<file path="src/logic/sdc_regs.svh">
// Purpose: Offsets, fields, reset values and commands of the divider config block
// Assumes: Register indexes are word indexes; byte address is four times the index
// Notes: Definitions only
`ifndef SDC_REGS_SVH
`define SDC_REGS_SVH

// ****************************************************************
// Register indexes
// ****************************************************************
`define SDC_IDX_LOW 10'h000
`define SDC_IDX_HIGH 10'h001
`define SDC_IDX_CMD 10'h0f0
`define SDC_IDX_ID 10'h008

// ****************************************************************
// High register field positions
// ****************************************************************
`define SDC_HI_FB_MSB 7
`define SDC_HI_FB_LSB 6
`define SDC_HI_POST_MSB 5
`define SDC_HI_POST_LSB 3
`define SDC_HI_HALVER 2
`define SDC_HI_PRE 1
`define SDC_HI_LOCK 0

// ****************************************************************
// Defaults and commands
// ****************************************************************
`define SDC_DEF_FB 10'h1f4
`define SDC_DEF_POST 3'b010
`define SDC_DEF_HALVER 1'b0
`define SDC_DEF_PRE 1'b1
`define SDC_CMD_INC 4'h1
`define SDC_CMD_DEC 4'h2
`define SDC_CMD_LOAD 4'h4
`define SDC_CMD_GET 4'h8
`define SDC_FB_MIN 10'd136
`define SDC_FB_MAX 10'd725
// Identification value, arbitrary
`define SDC_ID_VALUE 8'h5a

`endif

</file>
<file path="src/logic/sdc_pkg.sv">
// Purpose: Types of the divider config block
// Assumes: Constants live in sdc_regs.svh
// Notes: One packed struct carries all state
package sdc_pkg;

    typedef enum logic {AP_IDLE, AP_ANSWER} sdc_apb_st_t;

    typedef enum logic [1:0] {SU_PEND, SU_HOLD, SU_RUN} sdc_start_st_t;

    typedef struct packed {
        logic [9:0] fb;
        logic [2:0] post;
        logic halver;
        logic pre;
    } sdc_cfg_t;

    typedef struct packed {
        sdc_apb_st_t ap;
        sdc_start_st_t su;
        logic pready;
        logic pslverr;
        logic [31:0] prdata;
        logic wr_ok;
        logic [7:0] low_reg;
        logic [6:0] high_reg;
        sdc_cfg_t act;
        logic [2:0] pre_ratio;
        logic [6:0] a_ratio;
        logic [7:0] b_ratio;
        logic fb_in_range;
    } sdc_state_t;

endpackage

</file>
<file path="src/logic/sdc_top.sv">
// Purpose: Divider configuration for a clock synthesizer, reached over APB
// Assumes: All pins synchronous to pclk; APB answers after one wait cycle
// Notes: Analog loop and lock detection sit outside this block
`timescale 1ns/100ps
`include "sdc_regs.svh"

// Behaviour
// - Pre-divider bit: 0 gives two, 1 four
// - Feedback divider is ten-bit unsigned binary
// - Post-divider code decodes to two through sixty-four
// - Output A ratio is the post-divider
// - Output B optionally halved relative to A
// - Output frequency follows pre, feedback, post ratios
// - Parallel select low: pins drive dividers
// - Pin changes apply at once in parallel
// - Master reset release captures pins always
// - Open pins load the default setting
// - Parallel mode ignores all register writes
// - Parallel mode still serves register reads
// - Parallel mode mirrors pins into registers
// - Parallel mode executes no command
// - After select rises, only registers and master reset program
// - Low and high register field layout
// - Select fall reloads pins, rise keeps
// - Serial dividers change only on load, increment or decrement commands or on master reset
module sdc_top (
    input wire logic pclk,
    input wire logic presetn,
    input wire logic psel,
    input wire logic penable,
    input wire logic pwrite,
    input wire logic [11:0] paddr,
    input wire logic [31:0] pwdata,
    output logic [31:0] prdata,
    output logic pready,
    output logic pslverr,
    input wire logic master_reset_n,
    input wire logic parallel_select_n,
    input wire logic cfg_pins_open,
    input wire logic [9:0] cfg_feedback_div,
    input wire logic [2:0] cfg_post_divider_code,
    input wire logic cfg_second_output_halver,
    input wire logic cfg_pre_div,
    input wire logic lock_status,
    output logic [9:0] feedback_div,
    output logic [2:0] post_divider_code,
    output logic second_output_halver,
    output logic pre_div_sel,
    output logic [2:0] pre_div_ratio,
    output logic [6:0] clock_output_a_ratio,
    output logic [7:0] clock_output_b_ratio,
    output logic fb_in_range
);
    import sdc_pkg::*;

    // ****************************************************************
    // State and decode signals
    // ****************************************************************
    sdc_state_t s_r;
    sdc_state_t s_nxt;
    sdc_cfg_t pin_cfg;
    sdc_cfg_t def_cfg;
    sdc_cfg_t reg_cfg;
    logic serial_mode;
    logic addr_ok;
    logic hit_low;
    logic hit_high;
    logic hit_cmd;
    logic hit_id;
    logic [3:0] cmd_code;

    // ****************************************************************
    // Post-divider decode
    // ****************************************************************
    function automatic logic [6:0] post_ratio(input logic [2:0] code);
        logic [6:0] r;
        r = 7'h08;
        case (code)
            3'b000: r = 7'h02;
            3'b100: r = 7'h04;
            3'b010: r = 7'h08;
            3'b110: r = 7'h10;
            3'b001: r = 7'h20;
            3'b101: r = 7'h40;
            // Unlisted codes fall back to the default ratio
            default: r = 7'h08;
        endcase
        return r;
    endfunction

    // ****************************************************************
    // Configuration sources
    // ****************************************************************
    always_comb begin
        def_cfg.fb = `SDC_DEF_FB;
        def_cfg.post = `SDC_DEF_POST;
        def_cfg.halver = `SDC_DEF_HALVER;
        def_cfg.pre = `SDC_DEF_PRE;
        if (cfg_pins_open) begin
            pin_cfg = def_cfg;
        end else begin
            pin_cfg.fb = cfg_feedback_div;
            pin_cfg.post = cfg_post_divider_code;
            pin_cfg.halver = cfg_second_output_halver;
            pin_cfg.pre = cfg_pre_div;
        end
        // Lock bit is not part of the latched setting
        reg_cfg.fb = {s_r.high_reg[`SDC_HI_FB_MSB - 1:`SDC_HI_FB_LSB - 1], s_r.low_reg};
        reg_cfg.post = s_r.high_reg[`SDC_HI_POST_MSB - 1:`SDC_HI_POST_LSB - 1];
        reg_cfg.halver = s_r.high_reg[`SDC_HI_HALVER - 1];
        reg_cfg.pre = s_r.high_reg[`SDC_HI_PRE - 1];
    end

    // ****************************************************************
    // Address decode
    // ****************************************************************
    always_comb begin
        serial_mode = parallel_select_n;
        addr_ok = (paddr[1:0] == 2'b00);
        hit_low = addr_ok && (paddr[11:2] == `SDC_IDX_LOW);
        hit_high = addr_ok && (paddr[11:2] == `SDC_IDX_HIGH);
        hit_cmd = addr_ok && (paddr[11:2] == `SDC_IDX_CMD);
        hit_id = addr_ok && (paddr[11:2] == `SDC_IDX_ID);
        // Upper command nibble is don't-care
        cmd_code = pwdata[3:0];
    end

    // ****************************************************************
    // Next state
    // ****************************************************************
    always_comb begin
        s_nxt = s_r;

        // APB: first access cycle decides, second commits with pready
        case (s_r.ap)
            AP_IDLE: begin
                if (psel && penable) begin
                    s_nxt.ap = AP_ANSWER;
                    s_nxt.pready = 1'b1;
                    s_nxt.prdata = 32'h0000_0000;
                    s_nxt.wr_ok = 1'b0;
                    s_nxt.pslverr = 1'b0;
                    if (pwrite) begin
                        if (hit_low || hit_high || hit_cmd) begin
                            s_nxt.wr_ok = serial_mode;
                            s_nxt.pslverr = !serial_mode;
                        end else begin
                            // Identification is read only
                            s_nxt.pslverr = 1'b1;
                        end
                    end else if (hit_low) begin
                        s_nxt.prdata = {24'h00_0000, s_r.low_reg};
                    end else if (hit_high) begin
                        s_nxt.prdata = {24'h00_0000, s_r.high_reg, lock_status};
                    end else if (hit_id) begin
                        s_nxt.prdata = {24'h00_0000, `SDC_ID_VALUE};
                    end else begin
                        // Command register and holes cannot be read
                        s_nxt.pslverr = 1'b1;
                    end
                end
            end
            AP_ANSWER: begin
                s_nxt.ap = AP_IDLE;
                s_nxt.pready = 1'b0;
                s_nxt.pslverr = 1'b0;
                s_nxt.wr_ok = 1'b0;
                s_nxt.prdata = 32'h0000_0000;
                // Mode rechecked so a late select fall still blocks
                if (s_r.wr_ok && pwrite && serial_mode) begin
                    if (hit_low) begin
                        s_nxt.low_reg = pwdata[7:0];
                    end else if (hit_high) begin
                        s_nxt.high_reg = pwdata[7:1];
                    end else if (hit_cmd) begin
                        case (cmd_code)
                            `SDC_CMD_INC: s_nxt.act.fb = s_r.act.fb + 10'd1;
                            `SDC_CMD_DEC: s_nxt.act.fb = s_r.act.fb - 10'd1;
                            `SDC_CMD_LOAD: s_nxt.act = reg_cfg;
                            `SDC_CMD_GET: begin
                                s_nxt.low_reg = s_r.act.fb[7:0];
                                s_nxt.high_reg = {s_r.act.fb[9:8], s_r.act.post,
                                    s_r.act.halver, s_r.act.pre};
                            end
                            // Unknown commands do nothing
                            default: s_nxt.act = s_r.act;
                        endcase
                    end
                end
            end
            default: begin
                s_nxt.ap = AP_IDLE;
                s_nxt.pready = 1'b0;
            end
        endcase

        // Startup and mode selection override register traffic
        case (s_r.su)
            SU_PEND: begin
                if (master_reset_n) begin
                    s_nxt.su = SU_RUN;
                    s_nxt.act = pin_cfg;
                end else begin
                    s_nxt.su = SU_HOLD;
                    s_nxt.act = def_cfg;
                end
            end
            SU_HOLD: begin
                if (master_reset_n) begin
                    s_nxt.su = SU_RUN;
                    s_nxt.act = pin_cfg;
                end else begin
                    s_nxt.act = def_cfg;
                end
            end
            SU_RUN: begin
                if (!master_reset_n) begin
                    s_nxt.su = SU_HOLD;
                    s_nxt.act = def_cfg;
                end else if (!parallel_select_n) begin
                    // Select fall reloads on the same edge as any pin change
                    s_nxt.act = pin_cfg;
                end
                // Serial mode leaves the setting as it stands
            end
            default: begin
                s_nxt.su = SU_HOLD;
                s_nxt.act = def_cfg;
            end
        endcase

        // Registers follow the setting whenever pins are in charge
        if ((s_r.su != SU_RUN) || !master_reset_n || !parallel_select_n) begin
            s_nxt.low_reg = s_nxt.act.fb[7:0];
            s_nxt.high_reg = {s_nxt.act.fb[9:8], s_nxt.act.post,
                s_nxt.act.halver, s_nxt.act.pre};
        end

        // Ratios follow the setting taking effect
        s_nxt.pre_ratio = s_nxt.act.pre ? 3'd4 : 3'd2;
        s_nxt.a_ratio = post_ratio(s_nxt.act.post);
        s_nxt.b_ratio = s_nxt.act.halver ? {s_nxt.a_ratio, 1'b0}
            : {1'b0, s_nxt.a_ratio};
        // Range flag only reports; the setting is never refused
        s_nxt.fb_in_range = (s_nxt.act.fb >= `SDC_FB_MIN)
            && (s_nxt.act.fb <= `SDC_FB_MAX);
    end

    // ****************************************************************
    // State register
    // ****************************************************************
    always_ff @(posedge pclk or negedge presetn) begin
        if (!presetn) begin
            s_r.ap <= AP_IDLE;
            s_r.su <= SU_PEND;
            s_r.pready <= 1'b0;
            s_r.pslverr <= 1'b0;
            s_r.prdata <= 32'h0000_0000;
            s_r.wr_ok <= 1'b0;
            s_r.low_reg <= 8'(`SDC_DEF_FB);
            s_r.high_reg <= {2'b01, `SDC_DEF_POST, `SDC_DEF_HALVER, `SDC_DEF_PRE};
            s_r.act.fb <= `SDC_DEF_FB;
            s_r.act.post <= `SDC_DEF_POST;
            s_r.act.halver <= `SDC_DEF_HALVER;
            s_r.act.pre <= `SDC_DEF_PRE;
            s_r.pre_ratio <= 3'd4;
            s_r.a_ratio <= 7'h08;
            s_r.b_ratio <= 8'h08;
            s_r.fb_in_range <= 1'b1;
        end else begin
            s_r <= s_nxt;
        end
    end

    // ****************************************************************
    // Outputs
    // ****************************************************************
    assign prdata = s_r.prdata;
    assign pready = s_r.pready;
    assign pslverr = s_r.pslverr;
    assign feedback_div = s_r.act.fb;
    assign post_divider_code = s_r.act.post;
    assign second_output_halver = s_r.act.halver;
    assign pre_div_sel = s_r.act.pre;
    assign pre_div_ratio = s_r.pre_ratio;
    assign clock_output_a_ratio = s_r.a_ratio;
    assign clock_output_b_ratio = s_r.b_ratio;
    assign fb_in_range = s_r.fb_in_range;

endmodule // sdc_top

</file>
<file path="config.mk">
export PLATFORM = sky130hd
export DESIGN_NAME = sdc_top
export DESIGN_NICKNAME = d
export VERILOG_FILES = /design/src/logic/sdc_pkg.sv /design/src/logic/sdc_top.sv
export VERILOG_INCLUDE_DIRS = /design/src /design/src/logic
export SDC_FILE = /design/constraint.sdc
export NUM_CORES = 1
export LEC_CHECK = 0
export BUFFER_PORTS_ARGS = -buffer_cell sky130_fd_sc_hd__buf_2
export CELL_PAD_IN_SITES_DETAIL_PLACEMENT = 1
export CELL_PAD_IN_SITES_GLOBAL_PLACEMENT = 1
export CORE_MARGIN = 2
export CORE_UTILIZATION = 40
export CTS_CLUSTER_DIAMETER = 40
export CTS_CLUSTER_SIZE = 25
export DETAILED_ROUTE_END_ITERATION = 10
export GPL_ROUTABILITY_DRIVEN = 1
export PLACE_DENSITY_LB_ADDON = 0.08
export SETUP_SLACK_MARGIN = 0.05
export SLEW_MARGIN = 20
export SYNTH_ARGS = -nofsm -noshare
export SYNTH_HDL_FRONTEND = slang
export SYNTH_SLANG_ARGS = --single-unit
export TNS_END_PERCENT = 30
</file>
<file path="constraint.sdc">
create_clock -name pclk -period 5 [get_ports pclk]
set_input_delay 0.25 -clock pclk [delete_from_list [all_inputs] [get_ports pclk]]
set_output_delay 0.25 -clock pclk [all_outputs]
set_load 0.02 [all_outputs]
</file>
==> impl_metrics.py, run 1 <==
metrics = {
    "global_routing": {
        "grtUsageMet2_pct": 36.8,
        "grt_start_max_net_pins": 60,
        "globalRouteOverflowTotal": 0,
        "first_global_vias": 3379,
        "grtUsageMet3_pct": 3.80,
        "antenna_found_initial": 0,
        "grt_busiest_layer": "met2",
        "use_met1_pct": 32.2,
        "grt_usage_pct": 23.0,
        "grt_pass1_wl_um": 18400,
    },
    "place": {
        "dpl.hpwl_um": 8830,
        "globalplace.congestion": 0.817,
        "numPortBuffers": 84,
        "place_area_sq_mm": 0.00409,
    },
    "sta": {
        "max_slew.worst_pin.slew_ps": 969,
        "fin_tns_setup_ps": 0,
        "max_freq_ghz": 0.313,
        "fin_hold_ws_ps": 55.5,
        "maxSlewHeadroom_pct": 35.1,
        "slew_viol_final": 0,
        "clock_skew_ps": 10.4,
        "fin_crit_sh_pct": 63.8,
        "period_needed_ps": 3190,
        "hold_violations": 0,
        "setup_viol": 0,
        "grt_setup_unrepaired": "false",
    },
    "clocking": {
        "cts.sinks": 59,
        "cts_resized": 0,
        "numCtsBuffers": 9,
        "cts_tree": "yes",
        "cts_max_level": 3,
        "clock_latency_ps": 340,
        "cts_max_path_buffers": 2,
        "clk_pin_slew_worst_paths_ps": 70,
        "cts_setup_buffers": 0,
        "root_buffer": "clkbuf_8",
        "postCtsHoldBufs": 0,
    },
    "worst_setup_path": {
        "crit_type": "input pin to flop",
        "r2r-start": "s_r[86]",
        "endpoint_kind": "flop",
        "reg2regPathDepth": 8,
        "startpoint": "pwdata[0]",
        "cp.arrival_ps": 3450,
        "required_ps": 5260,
        "r2r-end": "fb_in_range",
        "worstSetupStartpointType": "input pin",
        "cp_max_fo": 10,
        "r2r_slack_ps": 1970,
    },
    "power_and_ir_drop": {
        "peakVddDrop_mv": 0.198,
        "powerDensity_mw_per_mm2": 262,
        "power_uw": 1120,
        "p_leak_uw": 0.00186,
    },
    "detailed_routing": {
        "drtAntennaViolNets": 0,
        "vias_per_cell": 5.59,
        "initialDrtViolationCount": 144,
        "wire_per_inst_um": 19.2,
        "drc": 0,
        "vias": 3462,
        "firstDrtPassIters": 4,
        "wl_um": 11900,
    },
    "synthesis": {
        "synth.avg_cell_area_sq_um": 8.83,
        "synth_seq_area_share_pct": 38.2,
        "syn_area_sq_mm": 0.00393,
        "synth-main-ff-cell": "dfrtp_1",
        "yosys_register_bits": 59,
        "yosysUniqueCellTypes": 65,
        "synth_edf_count": 0,
        "async_flop_share_pct": 100,
        "syn_inst": 445,
        "ys_warn_count": 0,
    },
    "die": {
        "ioPinCount": 136,
        "die_h_um": 103,
        "initial_core_util_pct": 40.7,
        "dieArea_sq_mm": 0.0106,
        "core_sq_mm": 0.00964,
        "die_w_um": 103,
        "num_rows": 36,
    },
    "layout": {
        "antenna_cells": 0,
        "fillers": 1216,
        "areaGrowthSynthToFinish_pct": 9.30,
        "drive_gt1_share_pct": 29.4,
        "final_area_sq_mm": 0.00429,
        "fin_util_pct": 44.5,
        "final_nets": 550,
    },
    "outcome": {
        "status": "finished, final reports clean",
    },
    "job": {
        "cap_violations": 0,
    },
    "worst_hold_path": {
        "min_path_type": "input pin to async pin",
    },
}
## stage by stage
step                      cells  setup slack (ps)
after floorplan             471              1640
after global placement      603              1510
after detailed placement    603              1480
after CTS                   619              1830
after global routing        619              1560
final                       619              1810
## how the worst max path moves through the flow
stage,to
after floorplan,fb_in_range
after global placement,fb_in_range
after detailed placement,fb_in_range
after CTS,fb_in_range
after global routing,fb_in_range
final,fb_in_range
## kinds of logic (layout without fill, tap and decap cells)
kind of cell               after synthesis  in the layout  synth area share (%)
xor gates and xnor gates                 7              7                  1.56
other                                    1             27                0.0955
AOI/OAI and AO/OA                      108            108                  19.7
and+or+nand+nor                        156            156                  21.2
muxes                                   13             13                  3.31
DFF                                     59             59                  38.2
adders and majority gates                1              1                 0.319
buffers and inverters                  100            115                  15.6
## worst max-delay path: stages
cell and delay, ps:
buf_2 160, or4b_2 780, xnor2_1 180, ha_1 310, nand3_1 120, or3_1 340, a211o_1 300, a21o_1 180
a31oi_1 380, o211ai_1 150, nor3_1 230, a211oi_2 50
## synthesized netlist by cell type, types with 7 or more instances
library cell / n / area [sq um]
a21oi_1: 14 / 70.1
a22oi_1: 16 / 120
buf_4: 63 / 473
clkbuf_1: 22 / 82.6
dfrtp_1: 40 / 1000
dfstp_2: 19 / 499
inv_1: 9 / 33.8
mux2i_1: 13 / 130
nand2_1: 51 / 191
nand2b_1: 8 / 50.1
nor2_1: 23 / 86.3
nor3_1: 18 / 90.1
nor4_1: 7 / 43.8
o21ai_0: 21 / 105
## metal layers
| metal | part of all wire (%) | vias to the layer above |
|---|---|---|
| met5 | 0 | - |
| li1 | - | 1600 |
| met4 | 2.1 | 0 |
| met2 | 46 | 122 |
| met1 | 47 | 1719 |
| met3 | 4.8 | 21 |
## layout by cell type (no fill, tap or decap), drive strengths merged, types with 3 or more instances in the layout
cell type | Yosys | layout
xnor2 | 3 | 3
nand3 | 6 | 6
nor4 | 8 | 8
nand2b | 8 | 8
a21oi | 14 | 14
inv | 9 | 10
and2 | 5 | 5
mux2i | 13 | 13
o31ai | 3 | 3
dfstp | 19 | 19
xor2 | 4 | 4
clkbuf | 22 | 10
o311ai | 5 | 5
o22ai | 4 | 4
nand4 | 4 | 4
o41ai | 3 | 3
or4 | 6 | 6
nand2 | 51 | 51
o21ai | 25 | 25
conb | 1 | 27
nand3b | 3 | 3
dfrtp | 40 | 40
nor2 | 23 | 23
a22oi | 16 | 16
o221ai | 3 | 3
buf | 69 | 90
a31oi | 6 | 6
a22o | 5 | 5
o21a | 3 | 3
or2 | 4 | 4
or3 | 3 | 3
nor3 | 18 | 18
o211ai | 6 | 6
nor4b | 5 | 5
## registers in the layout, indices dropped and copies added (netlist names)
signal and flops:
reg_cfg 15, prdata 8, fb_in_range 1, second_output_halver 1
feedback_div 10, pready 1, s_r 4, pre_div_ratio 2
clock_output_b_ratio 7, clock_output_a_ratio 6, post_divider_code 3, pslverr 1
## power breakdown
part / internal, uW / total, uW / switching, uW
logic: 47.4 / 152 / 105
clock network: 244 / 450 / 207
registers: 501 / 520 / 19.3
total: 792 / 1120 / 331
## final cells by class
| type | instances | area, sq um | share of cell area (%) |
|---|---|---|---|
| clock buffers | 10 | 138 | 3.21 |
| clock inverters | 6 | 63.8 | 1.49 |
| inverters | 9 | 33.8 | 0.787 |
| multi-input cells | 312 | 1930 | 44.9 |
| flip-flops and latches | 59 | 1500 | 34.9 |
| well taps | 133 | 166 | 3.88 |
| repair buffers | 90 | 465 | 10.8 |
No activity file was read; power rests on OpenSTA's default activity.
==> run 2: changes to the inputs <==
- ABC_AREA: unset -> 1
- CORE_UTILIZATION: 40 -> 33
- clock period: 5 -> 2.68 ns (I/O delays scaled with it)
==> impl_metrics.py, run 2 <==
metrics = {
    "power_and_ir_drop": {
        "p_leak_uw": 0.00273,
        "pwr-share-seq_pct": 36.3,
        "peakVddDrop_mv": 0.249,
        "pwr-share-clk_pct": 46.2,
        "combPwrFrac_pct": 17.5,
        "switching_share_pct": 29.5,
        "p_sw_uw": 812,
        "powerDensity_mw_per_mm2": 517,
        "intPower_uw": 1940,
    },
    "place": {
        "numPortBuffers": 84,
        "dpl.hpwl_um": 12200,
        "dpl_worst_slack_ps": 156,
        "post-place-cells": 870,
        "place_area_sq_mm": 0.00498,
        "globalplace.congestion": 0.864,
    },
    "worst_setup_path": {
        "cp-endpoint": "reg_cfg[13]",
        "cp.depth": 17,
        "worstSetupStartpointType": "flop",
        "r2r-end": "reg_cfg[13]",
        "cp.arrival_ps": 2550,
        "cp.buffers_inverters": 3,
        "startpoint": "feedback_div[1]",
        "critical_path.most_common_cell": "nand2_1",
        "endpoint_kind": "flop",
        "r2r-start": "feedback_div[1]",
        "critical-path-top-delay-family": "simple AND/OR/NAND/NOR gates",
        "required_ps": 2900,
        "reg2regPathDepth": 17,
        "r2r_slack_ps": 350,
        "crit_type": "flop to flop",
        "cpPeakStageDelay_ps": 460,
        "cpMaxStageDelayCell": "dfrtp_2",
        "crit_chain": "nand3_1, nand2_1, inv_1, ha_1, inv_1, nand2_1, nand3_1, nand2_1, nand4_1, nand3b_1, nand3_1, nand2_1, nand2_1, a21oi_2, buf_4, nand2_1, o311ai_0",
        "cp_max_fo": 5,
    },
    "synthesis": {
        "synth-main-ff-cell": "dfrtp_1",
        "synth_common_cells": "nand2_1, inv_1, buf_4",
        "yosysMostFrequentCell": "nand2_1",
        "synth_edf_count": 0,
        "async_flop_share_pct": 100,
        "synthTopCellsByArea": "dfrtp_1, nand2_1, dfstp_2",
        "yosys_register_bits": 59,
        "syn_area_sq_mm": 0.00454,
        "synth.avg_cell_area_sq_um": 7.22,
        "synth_top_cell_area_share_pct": 22.0,
        "ys_warn_count": 0,
        "syn_inst": 629,
        "yosysUniqueCellTypes": 52,
        "synth_area_leader_cell": "dfrtp_1",
        "synth_seq_area_share_pct": 33.0,
    },
    "die": {
        "dieArea_sq_mm": 0.0147,
        "die_w_um": 121,
        "num_rows": 42,
        "ioPinCount": 136,
        "initial_core_util_pct": 34.0,
        "die_h_um": 121,
        "core_sq_mm": 0.0133,
    },
    "sta": {
        "grt_setup_unrepaired": "false",
        "fin_ws_ps": 345,
        "fin_tns_setup_ps": 0,
        "max_freq_ghz": 0.428,
        "hold_violations": 0,
        "period_needed_ps": 2330,
        "slew_viol_final": 0,
        "clock_skew_ps": 6.33,
        "fin_crit_sh_pct": 87.1,
        "setup_viol": 0,
    },
    "clocking": {
        "clk_pin_slew_worst_paths_ps": 60,
        "cts_max_level": 3,
        "numCtsBuffers": 9,
        "clock_latency_ps": 340,
        "cts_tree": "yes",
        "cts_max_path_buffers": 2,
        "cts.sinks": 59,
        "root_buffer": "clkbuf_16",
    },
    "layout": {
        "final_common_cell": "nand2_1",
        "final_nets": 777,
        "areaGrowthSynthToFinish_pct": 17.3,
        "antenna_cells": 0,
        "drive_gt1_share_pct": 29.5,
        "stdcell_count": 889,
        "final_area_sq_mm": 0.00533,
        "final_cell_mix": "nand2_1, buf_2, inv_1",
        "largest_register_ffs": 15,
    },
    "detailed_routing": {
        "drc": 0,
        "wire_per_inst_um": 17.1,
        "drtAntennaViolNets": 0,
        "vias": 4385,
        "wl_um": 15200,
        "firstDrtPassIters": 4,
        "vias_per_cell": 4.93,
        "initialDrtViolationCount": 181,
    },
    "global_routing": {
        "grt_pass1_wl_um": 24200,
        "grt_start_max_net_pins": 32,
        "globalRouteOverflowTotal": 0,
        "grt_usage_pct": 21.6,
        "antenna_found_initial": 0,
        "first_global_vias": 4457,
    },
    "worst_hold_path": {
        "min_path_type": "input pin to flop",
        "whs_path_depth": 3,
    },
    "outcome": {
        "status": "finished, final reports clean",
    },
    "job": {
        "cap_violations": 0,
    },
}
[run 2: changes by cell type after synthesis, moves of 9 or more]
cell,before,now
a22oi_1,16,7
clkbuf_1,22,7
inv_1,9,71
inv_2,0,11
mux2i_1,13,0
nand2_1,51,146
nand2_2,0,12
nand3_1,6,58
nor2_1,23,51
nor3_1,18,3
[run 2: what timing repair did]
| item | CTS | global route |
|---|---|---|
| hold buffers | 1 | 0 |
| buffers inserted | 0 | 2 |
| resized for setup | 0 | 2 |
| setup endpoints to repair | 0 | 2 |
| hold endpoints to repair | 8 | 0 |
[run 2: layout make-up]
| cell class | count | area, sq um |
|---|---|---|
| multi-input combinational | 434 | 2270 |
| timing repair buffer | 118 | 691 |
| tap | 176 | 220 |
| fill | 1738 | 8020 |
| inverter | 86 | 323 |
| clock inverter | 6 | 88.8 |
| clock buffer | 10 | 239 |
| sequential | 59 | 1500 |
[run 2: cells by family (layout without fill, tap and decap cells)]
logic type	count (synthesis)	in the layout	share of synthesized area (%)
other cells	1	27	0.0825
compound gates	102	102	15.1
fa+ha+maj	1	1	0.275
xor+xnor	4	4	1.76
buf+inv	162	220	19.2
flops	59	59	33.0
simple gates	300	300	30.5
[run 2: worst min-delay path: stages]
cell and delay (ps):
buf_2 110, nand3_1 80, nand2_2 70
[run 2: how the worst min path moves through the flow]
| stage | from | endpoint | slack [ps] |
|---|---|---|---|
| 6_report | cfg_feedback_div[1] | feedback_div[1] | 100 |
| 3_3_place_gp | presetn | s_r[85] | 10 |
| 3_5_place_dp | presetn | s_r[85] | 20 |
| 2_1_floorplan | presetn | clock_output_a_ratio[1] | -160 |
| 5_1_grt | cfg_feedback_div[1] | feedback_div[1] | 130 |
| 4_1_cts | cfg_feedback_div[1] | feedback_div[1] | 90 |
[run 2: stage by stage]
stage | hold slack, ps | util (%) | power, uW
finish | 102 | 39.9 | 2760
CTS | 93.4 | 39.8 | 2790
floorplan | -162 | - | 1350
detailed placement | 22.1 | 37.3 | 1490
global route | 130 | 39.9 | 2880
global placement | 14.8 | 37.3 | 1490
[run 2: routing by layer]
layer	GRT usage, %	vias up	routed length [um]
li1	-	2120	-
met1	29.8	2122	7020
met2	34.4	114	7170
met3	3.99	29	675
met4	6.61	0	352
met5	0	-	0
[run 2: power by group through the flow]
stage | Clock, uW | Combinational (uW) | Sequential, uW
floorplan | 0 | 347 | 1010
global placement | 0 | 474 | 1010
detailed placement | 0 | 481 | 1010
CTS | 1300 | 485 | 1000
global route | 1340 | 538 | 1010
finish | 1270 | 483 | 999
